$ cat config.mk
export PLATFORM = sky130hd
export DESIGN_NAME = qr_valley_skip_softstart
export DESIGN_NICKNAME = d
export VERILOG_FILES = /design/src/rtl/qr_pkg.sv /design/src/rtl/qr_valley_skip_softstart.sv
export SDC_FILE = /design/constraint.sdc
export NUM_CORES = 1
export LEC_CHECK = 0
export BUFFER_PORTS_ARGS = -buffer_cell sky130_fd_sc_hd__buf_2
export CAP_MARGIN = 20
export CORE_MARGIN = 5
export CORE_UTILIZATION = 50
export CTS_CLUSTER_DIAMETER = 30
export CTS_CLUSTER_SIZE = 40
export DETAILED_ROUTE_END_ITERATION = 10
export HOLD_SLACK_MARGIN = 0.05
export PLACE_DENSITY_LB_ADDON = 0.1
export SKIP_CTS_REPAIR_TIMING = 1
export SLEW_MARGIN = 20
export SYNTH_ARGS = -nofsm -noshare
export SYNTH_HDL_FRONTEND = slang
export SYNTH_SLANG_ARGS = --single-unit
$ cat constraint.sdc
create_clock -name clk -period 2.33 [get_ports clk]
set_input_delay 0.233 -clock clk [delete_from_list [all_inputs] [get_ports clk]]
set_output_delay 0.233 -clock clk [all_outputs]
set_load 0.01 [all_outputs]
$ cat src/rtl/qr_pkg.sv
// Package: constants for the quasi-resonant valley-skip and soft-start core
// Assumes a 50 MHz clock; all timing counts derive from it
package qr_pkg;
  localparam int unsigned CLK_HZ          = 50000000;
  localparam int unsigned UPDATE_MS       = 48;
  localparam int unsigned UPDATE_CYCLES   = CLK_HZ / 1000 * UPDATE_MS;
  localparam int unsigned SOFTSTART_MS    = 12;
  localparam int unsigned SOFTSTART_STEPS = 4;
  localparam int unsigned STEP_CYCLES     = CLK_HZ / 1000 * SOFTSTART_MS / SOFTSTART_STEPS;
  localparam int unsigned RING_LONG_US    = 5;
  localparam int unsigned RING_SHORT_US   = 2;
  localparam int unsigned RING_LONG_CYC   = CLK_HZ / 1000000 * RING_LONG_US;
  localparam int unsigned RING_SHORT_CYC  = CLK_HZ / 1000000 * RING_SHORT_US;
  localparam int unsigned OFF_MAX_US      = 50;
  localparam int unsigned OFF_MAX_CYC     = CLK_HZ / 1000000 * OFF_MAX_US;
  localparam logic [2:0]  SKIP_MIN        = 3'h1;
  localparam logic [2:0]  SKIP_MAX        = 3'h7;
  localparam logic [2:0]  ZC_MAX          = 3'h7;
  localparam logic [1:0]  LIMIT_FINAL     = 2'h3;
  // Peak limit step codes: 0 = 0.32 V ... 3 = 1 V
  localparam logic [7:0]  LIMIT_MV0       = 8'h20;
  localparam logic [7:0]  LIMIT_MV_FINAL  = 8'h64;
  typedef enum logic [1:0] {ST_WAIT, ST_SOFT, ST_RUN} phase_e;
endpackage

$ cat src/rtl/qr_valley_skip_softstart.sv
// Valley-skip counter, zero-crossing counter, switch timing and soft-start
// Assumes comparator inputs already synchronous to clk
//
// Summary of operation
// - Keep a valley-skip count of crossings passed over before switch-on.
// - Evaluate feedback thresholds once per 48 ms update period, then adjust.
// - Feedback always below count-up threshold: increment, saturating at 7.
// - Above count-up but never above count-down threshold: hold count.
// - Above count-down but never above preset threshold: decrement, floor 1.
// - Feedback above preset threshold forces count to 1 at once.
// - Count always stays within 1 to 7 inclusive.
// - Count loads 1 at start-up.
// - Count-up and count-down thresholds shift with sensed line level.
// - Supply above turn-on threshold stops charging source, starts soft-start.
// - Soft-start lasts 12 ms in four equal steps.
// - Peak limit rises stepwise from 0.32 V to 1 V.
// - Switch-on from crossings and count, switch-off from feedback vs current.
// - Ringing suppression timer blocks false switch-on after switch-off.
// - Crossing count 0..7 increments per falling crossing, clears at gate on.
// - After suppression, switch on when crossing count reaches skip count.
// - After maximum off interval, switch on regardless.
`timescale 1ns/1ns
module qr_valley_skip_softstart #(
  parameter int unsigned UPDATE_CYCLES = qr_pkg::UPDATE_CYCLES,
  parameter int unsigned STEP_CYCLES   = qr_pkg::STEP_CYCLES
) (
  input  wire logic       clk,
  input  wire logic       rst_n,
  input  wire logic       supply_turn_on_threshold,
  input  wire logic       line_high,
  input  wire logic       fb_above_up_lo,
  input  wire logic       fb_above_up_hi,
  input  wire logic       fb_above_down_lo,
  input  wire logic       fb_above_down_hi,
  input  wire logic       fb_above_preset,
  input  wire logic       zero_cross_input,
  input  wire logic       zc_above_ring_level,
  input  wire logic       cs_above_feedback,
  output logic            gate_on,
  output logic            charge_enable,
  output logic [1:0]      peak_limit_step,
  output logic [2:0]      skip_count,
  output logic [2:0]      zc_count
);
  localparam int unsigned UW = $clog2(UPDATE_CYCLES + 1);
  localparam int unsigned SW = $clog2(STEP_CYCLES + 1);
  localparam int unsigned OW = $clog2(qr_pkg::OFF_MAX_CYC + 1);

  qr_pkg::phase_e phase_reg;
  logic [UW-1:0]  upd_cnt_reg;
  logic [SW-1:0]  step_cnt_reg;
  logic [OW-1:0]  off_cnt_reg;
  logic [OW-1:0]  ring_cnt_reg;
  logic           seen_up_reg;
  logic           seen_down_reg;
  logic           zc_prev_reg;
  logic           period_end;
  logic           above_up;
  logic           above_down;
  logic           zc_fall;
  logic           ring_done;
  logic           turn_on;
  logic           running;

  ////////////////////////////////////////////////////////////////////////////
  // Start-up phase and soft-start
  assign running = (phase_reg != qr_pkg::ST_WAIT);

  always_ff @(posedge clk or negedge rst_n)
  begin
    if (!rst_n)
    begin
      phase_reg     <= qr_pkg::ST_WAIT;
      charge_enable <= 1'b1;
    end
    else if (phase_reg == qr_pkg::ST_WAIT && supply_turn_on_threshold)
    begin
      phase_reg     <= qr_pkg::ST_SOFT;
      charge_enable <= 1'b0;
    end
    else if (phase_reg == qr_pkg::ST_SOFT && peak_limit_step == qr_pkg::LIMIT_FINAL &&
             step_cnt_reg == SW'(STEP_CYCLES - 1))
    begin
      phase_reg <= qr_pkg::ST_RUN;
    end
  end

  always_ff @(posedge clk or negedge rst_n)
  begin
    if (!rst_n)
    begin
      step_cnt_reg    <= '0;
      peak_limit_step <= 2'h0;
    end
    else if (phase_reg == qr_pkg::ST_SOFT)
    begin
      if (step_cnt_reg == SW'(STEP_CYCLES - 1))
      begin
        step_cnt_reg <= '0;
        if (peak_limit_step != qr_pkg::LIMIT_FINAL)
        begin
          peak_limit_step <= peak_limit_step + 2'h1;
        end
      end
      else
      begin
        step_cnt_reg <= step_cnt_reg + SW'(1);
      end
    end
  end

  ////////////////////////////////////////////////////////////////////////////
  // Valley-skip up/down counter
  assign above_up   = line_high ? fb_above_up_hi : fb_above_up_lo;
  assign above_down = line_high ? fb_above_down_hi : fb_above_down_lo;
  assign period_end = running && (upd_cnt_reg == UW'(UPDATE_CYCLES - 1));

  always_ff @(posedge clk or negedge rst_n)
  begin
    if (!rst_n)
      upd_cnt_reg <= '0;
    else if (!running || period_end)
      upd_cnt_reg <= '0;
    else
      upd_cnt_reg <= upd_cnt_reg + UW'(1);
  end

  always_ff @(posedge clk or negedge rst_n)
  begin
    if (!rst_n)
    begin
      seen_up_reg   <= 1'b0;
      seen_down_reg <= 1'b0;
    end
    else if (period_end || !running)
    begin
      seen_up_reg   <= 1'b0;
      seen_down_reg <= 1'b0;
    end
    else
    begin
      seen_up_reg   <= seen_up_reg | above_up;
      seen_down_reg <= seen_down_reg | above_down;
    end
  end

  always_ff @(posedge clk or negedge rst_n)
  begin
    if (!rst_n)
      skip_count <= qr_pkg::SKIP_MIN;
    else if (!running || fb_above_preset)
      skip_count <= qr_pkg::SKIP_MIN;
    else if (period_end)
    begin
      if (seen_down_reg || above_down)
      begin
        if (skip_count != qr_pkg::SKIP_MIN)
          skip_count <= skip_count - 3'h1;
      end
      else if (!(seen_up_reg || above_up))
      begin
        if (skip_count != qr_pkg::SKIP_MAX)
          skip_count <= skip_count + 3'h1;
      end
      else
      begin
        skip_count <= skip_count;
      end
    end
  end

  ////////////////////////////////////////////////////////////////////////////
  // Zero crossings, ringing suppression, switch on and off
  assign zc_fall   = zc_prev_reg && !zero_cross_input;
  assign ring_done = (ring_cnt_reg == '0);
  assign turn_on   = running && !gate_on && ring_done &&
                     ((zc_count >= skip_count) || off_cnt_reg == OW'(qr_pkg::OFF_MAX_CYC - 1));

  always_ff @(posedge clk or negedge rst_n)
  begin
    if (!rst_n)
      zc_prev_reg <= 1'b0;
    else
      zc_prev_reg <= zero_cross_input;
  end

  always_ff @(posedge clk or negedge rst_n)
  begin
    if (!rst_n)
      zc_count <= 3'h0;
    else if (gate_on)
      zc_count <= 3'h0;
    else if (zc_fall && zc_count != qr_pkg::ZC_MAX)
      zc_count <= zc_count + 3'h1;
  end

  always_ff @(posedge clk or negedge rst_n)
  begin
    if (!rst_n)
      ring_cnt_reg <= '0;
    else if (gate_on)
      ring_cnt_reg <= zc_above_ring_level ? OW'(qr_pkg::RING_SHORT_CYC) : OW'(qr_pkg::RING_LONG_CYC);
    else if (!ring_done)
      ring_cnt_reg <= ring_cnt_reg - OW'(1);
  end

  always_ff @(posedge clk or negedge rst_n)
  begin
    if (!rst_n)
      off_cnt_reg <= '0;
    else if (gate_on || !running)
      off_cnt_reg <= '0;
    else if (off_cnt_reg != OW'(qr_pkg::OFF_MAX_CYC - 1))
      off_cnt_reg <= off_cnt_reg + OW'(1);
  end

  always_ff @(posedge clk or negedge rst_n)
  begin
    if (!rst_n)
      gate_on <= 1'b0;
    else if (gate_on && (cs_above_feedback || !running))
      gate_on <= 1'b0;
    else if (turn_on)
      gate_on <= 1'b1;
  end
endmodule

# Word-level counts from Yosys, hierarchy flattened
# Index checks and enable logic that the tools add are counted.
[word_totals]
latchBits = 0
mem_bits_ro = 0
memories = 0
reg_bits = 79
input_bits = 12
ram_bits = 0
[op_classes]
div_mod_pow = 0
eq_ne = 13
n_reduce_logical = 31
mux = 23
addsub = 8
bitwise = 2
shifts = 0
multipliers = 0
order_cmp = 1
[ops]
columns = ["op", "n"]
rows = [
  ["12-bit 2-to-1 mux", 4],
  ["3-bit 2-to-1 mux", 8],
  ["22-bit by 1-bit adder with 22-bit output (second input constant)", 1],
  ["22-bit equality test (second input constant)", 1],
  ["22-bit 2-to-1 mux", 1],
  ["18-bit by 1-bit adder with 18-bit output (second input constant)", 1],
  ["18-bit equality test (second input constant)", 1],
  ["18-bit 2-to-1 mux", 1],
  ["12-bit by 1-bit adder with 12-bit output (second input constant)", 1],
  ["12-bit equality test (second input constant)", 1],
  ["12-bit logical NOT", 1],
  ["12-bit != test (second input constant)", 1],
  ["2-bit nonzero test", 6],
  ["12-bit by 1-bit subtractor with 12-bit output (second input constant)", 1],
  ["1-bit logical AND", 10],
  ["3-bit != test (second input constant)", 3],
  ["8-bit 2-to-1 mux", 1],
  ["1-bit logical OR", 7],
  ["3-bit by 1-bit adder with 3-bit output (second input constant)", 2],
  ["1-bit 2-to-1 mux", 6],
  ["2-bit 2-to-1 mux", 2],
  ["2-bit != test (second input constant)", 2],
  ["4-bit AND reduction", 1],
  ["3-bit >= comparator", 1],
  ["11 further kinds", 14],
]

# Logic depth before layout (Yosys ltp)
[logic_depth]
depth_word = 6
mapped_depth = 7

# Least setup slack after synthesis
# Ideal clock, no wire load.
[synth_timing]
path_kind = "flip-flop to flip-flop"
startpoint = "register upd_cnt_reg[10]"
endpoint = "register upd_cnt_reg[13]"
stages_incl_launch_ff = 7
t_required_ns = 2.211
setup_ns = 0.119
t_arrival_ns = 1.832
setup_slack_ns = 0.379
path_cell_list = "dfrtp_1 nand3_2 or4b_1 or4_4 o21ai_4 buf_6 nor2_1"
[synth_via]
elab_chain_len = 4
[synth_rtl]
columns = ["element", "line", "source"]
rows = [
  ["start: declaration", "qr_valley_skip_softstart.sv:50", "logic [UW-1:0] upd_cnt_reg;"],
  ["start signal: assignment", "qr_valley_skip_softstart.sv:125", "upd_cnt_reg <= upd_cnt_reg + UW'(1);"],
  ["parallel branches: the longest is 3 deep, another holds 22-bit by 1-bit adder with 22-bit output", "--", ""],
  ["22-bit 2-to-1 mux *", "qr_valley_skip_softstart.sv:122", "else if (!running || period_end)"],
]
# Every way passes the cells marked *.
# A chain may end at the register's enable or synchronous reset.

# Final worst setup path
[layout_timing]
startpoint = "register upd_cnt_reg[10]"
endpoint = "register upd_cnt_reg[10]"
# The elaborated chain is that of the path after synthesis.

==> run metrics <==
Mapped Area 0.00405 mm^2; mean post-synth cell area 9.76 um^2; Hold Path Cell Cnt 2; vias per std cell 5.45; Worst Hold Margin 0.0698 ns; synthesis-to-layout area growth 12.0%; worst hold start zc_above_ring_level; Synthesized Nets 442; layout cells sized above 1 12.1%; total grt overflow 0; RR Startpoint upd_cnt_reg[10]; Synthesis Warnings 0; die area 0.0100 mm^2; DRT Pass-1 Iters 4; pin count of the biggest net entering global routing 42; Hold WC Path Type primary input to register; worst vdd ir 0.370 mV; Hold EP ring_cnt_reg[4]; Pwr per Cell Area 869 mW/mm^2; GPL Wtd Cong 0.789; area of the multi-input gates 0.00197 mm^2; number of port buffers 21; post-synth cell types 45; Synth top area share 47.6%; total clock sinks 79; detailed placement HPWL 5.34 mm; Synth area leaders dfrtp_1 48%, xor2_1 5.8%, nor2_1 5.6%, ha_1 4.6%, xnor2_1 4.3%; flop2flop setup slack 0.15 ns; clock-pin slew on the worst setup and hold paths 0.09 ns; crit share post-route 93.4%; Detailed Route WL 7.61 mm; crit start category register; EDFF count, synth 0; global router's overall resource usage 16.6%; dominant synthesized flop cell dfrtp_1; ant diodes 0; Final ANT Viol Nets 0; row count 32; fillers 684; Gate Count Post-Synth 415; WP data arrival 2.37 ns; nets@finish 477; Synth area leader dfrtp_1; TritonCTS clock tree done; Max FO, Critical Path 23; via count 3034; crit path time final 2.18 ns; Die X 100 um; RSZ-0062 raised after global routing no; WS Path Type register to register; first-pass GRT wire length 13.6 mm; Worst Tran Pin Value 0.603 ns; TritonCTS Buffers 9; num ports 22; Slew HR 59.7%; status finished, final reports clean; DRC 0; required time worst endpoint 2.52 ns; Starting Density 51.9%; Worst Clk Skew 0.0140 ns; Reg2Reg Depth 5; FF+latch area 0.00198 mm^2; leakage 2.09 nW; CTS H-Tree Depth 3; Final Hold Viols 0; Final Max Tran Viols 0; total power 0.00394 W; chip height 100 um; async set-reset flop share out of synthesis 100%; Max Freq 0.460 GHz; clk_lat worst skew 0.34 ns; Critical Path End Type register; Iter 0 DRT Violations 55; Root Driver clkbuf_8; max FFs per register 22; CTS Buffer Depth 2; setup tns final 0 ns; core area 0.00781 mm^2; max_cap viols 0; Setup-failing EPs final 0; number of global-route vias before repair 3056; RR Endpoint upd_cnt_reg[10]; wire per inst 13.7 um; FF+latch count, synth 79; sequential share of the synthesized area 48.9%; initial antenna violation count 0
[placed cells by master (no fill, tap or decap), drive strengths merged, types with 2 or more instances in the layout]
master,Yosys,routed
dfrtp,77,77
nor2,60,60
nand2,34,34
buf,3,31
nand3,30,30
xor2,27,27
xnor2,20,20
ha,15,15
inv,14,14
a21oi,14,14
nor3,13,13
o21ai,12,12
clkbuf,6,11
and3,9,9
nand4,9,9
nor4,7,7
and4,7,7
nor2b,6,6
nand2b,6,6
a31oi,5,5
mux2i,5,5
mux2,4,4
a211oi,3,3
nor4b,3,3
or3,3,3
o21a,3,3
and2,2,2
nand3b,2,2
a21boi,2,2
dfstp,2,2
clkinvlp,0,2
dlygate4sd3,0,2
clkinv,0,2
[cell families (layout without fill, tap and decap cells)]
family | count (synthesis) | after routing | share of synthesized area [%]
and+or+nand+nor | 198 | 198 | 24.7
AOI/OAI and AO/OA | 44 | 44 | 6.79
xor gates and xnor gates | 47 | 47 | 10.2
adders and majority gates | 15 | 15 | 4.63
DFF | 79 | 79 | 48.9
buffers and inverters | 23 | 63 | 2.50
muxes | 9 | 9 | 2.35
[area by class of cell]
| class | count | area share [%] |
|---|---|---|
| multi-input cells | 313 | 43.4 |
| flip-flops and latches | 79 | 43.6 |
| repair buffers | 33 | 4.74 |
| inverters | 14 | 1.16 |
| clock buffers | 11 | 2.90 |
| clock inverters | 5 | 1.30 |
| well taps | 102 | 2.81 |
[cell usage after synthesis (3+ instances only)]
library cell   n
or3_1          3
clkbuf_1       6
nor4b_1        3
nor2b_1        6
o21ai_0       11
nand4_1        9
nor2_1        60
nand2_1       34
xnor2_1       20
o21a_1         3
and3_1         9
dfrtp_1       77
a211oi_1       3
nand2b_1       6
inv_1         14
ha_1          15
nor3_1        13
mux2i_1        5
nor4_1         7
nand3_1       29
a21oi_1       14
mux2_2         4
xor2_1        27
a31oi_1        5
and4_1         7
[through the flow]
stage	util (%)	std cells	area, um^2	worst slack [ns]
2_1_floorplan	-	415	4050	0.379
3_5_place_dp	55.4	539	4330	0.131
6_report	58.1	557	4540	0.155
4_1_cts	57.8	555	4520	0.122
3_3_place_gp	55.4	539	4330	0.255
5_1_grt	58.1	557	4540	0.0216
[worst max-delay path by stage]
stage,from,endpoint,depth (start not counted)
after detailed placement,upd_cnt_reg[10],upd_cnt_reg[10],5
after global placement,upd_cnt_reg[10],upd_cnt_reg[9],5
after CTS,upd_cnt_reg[10],upd_cnt_reg[10],5
after floorplan,upd_cnt_reg[10],upd_cnt_reg[13],6
after global routing,upd_cnt_reg[10],upd_cnt_reg[10],5
final,upd_cnt_reg[10],upd_cnt_reg[10],5
[layer usage]
layer,global-route usage (%),vias up,share of wire [%]
met3,3.41,7,2.4
met4,4.25,0,1.1
met5,0,-,0
li1,-,1509,-
met1,21.7,1494,48
met2,28.3,24,49
[report_power, final]
part           leakage (nW)  switching, W  internal (W)
Clock                0.0895      0.000482      0.000496
Combinational         0.988      0.000480      0.000477
Sequential             1.02      0.000338       0.00167
[critical path, stage by stage, from the launching register on]
cell and delay, ns:
dfrtp_1 0.44, nand3_2 0.11, or4b_1 0.49, or4_4 0.59
o21ai_4 0.25, nor2_1 0.14
(Power assumes the default switching activity.)
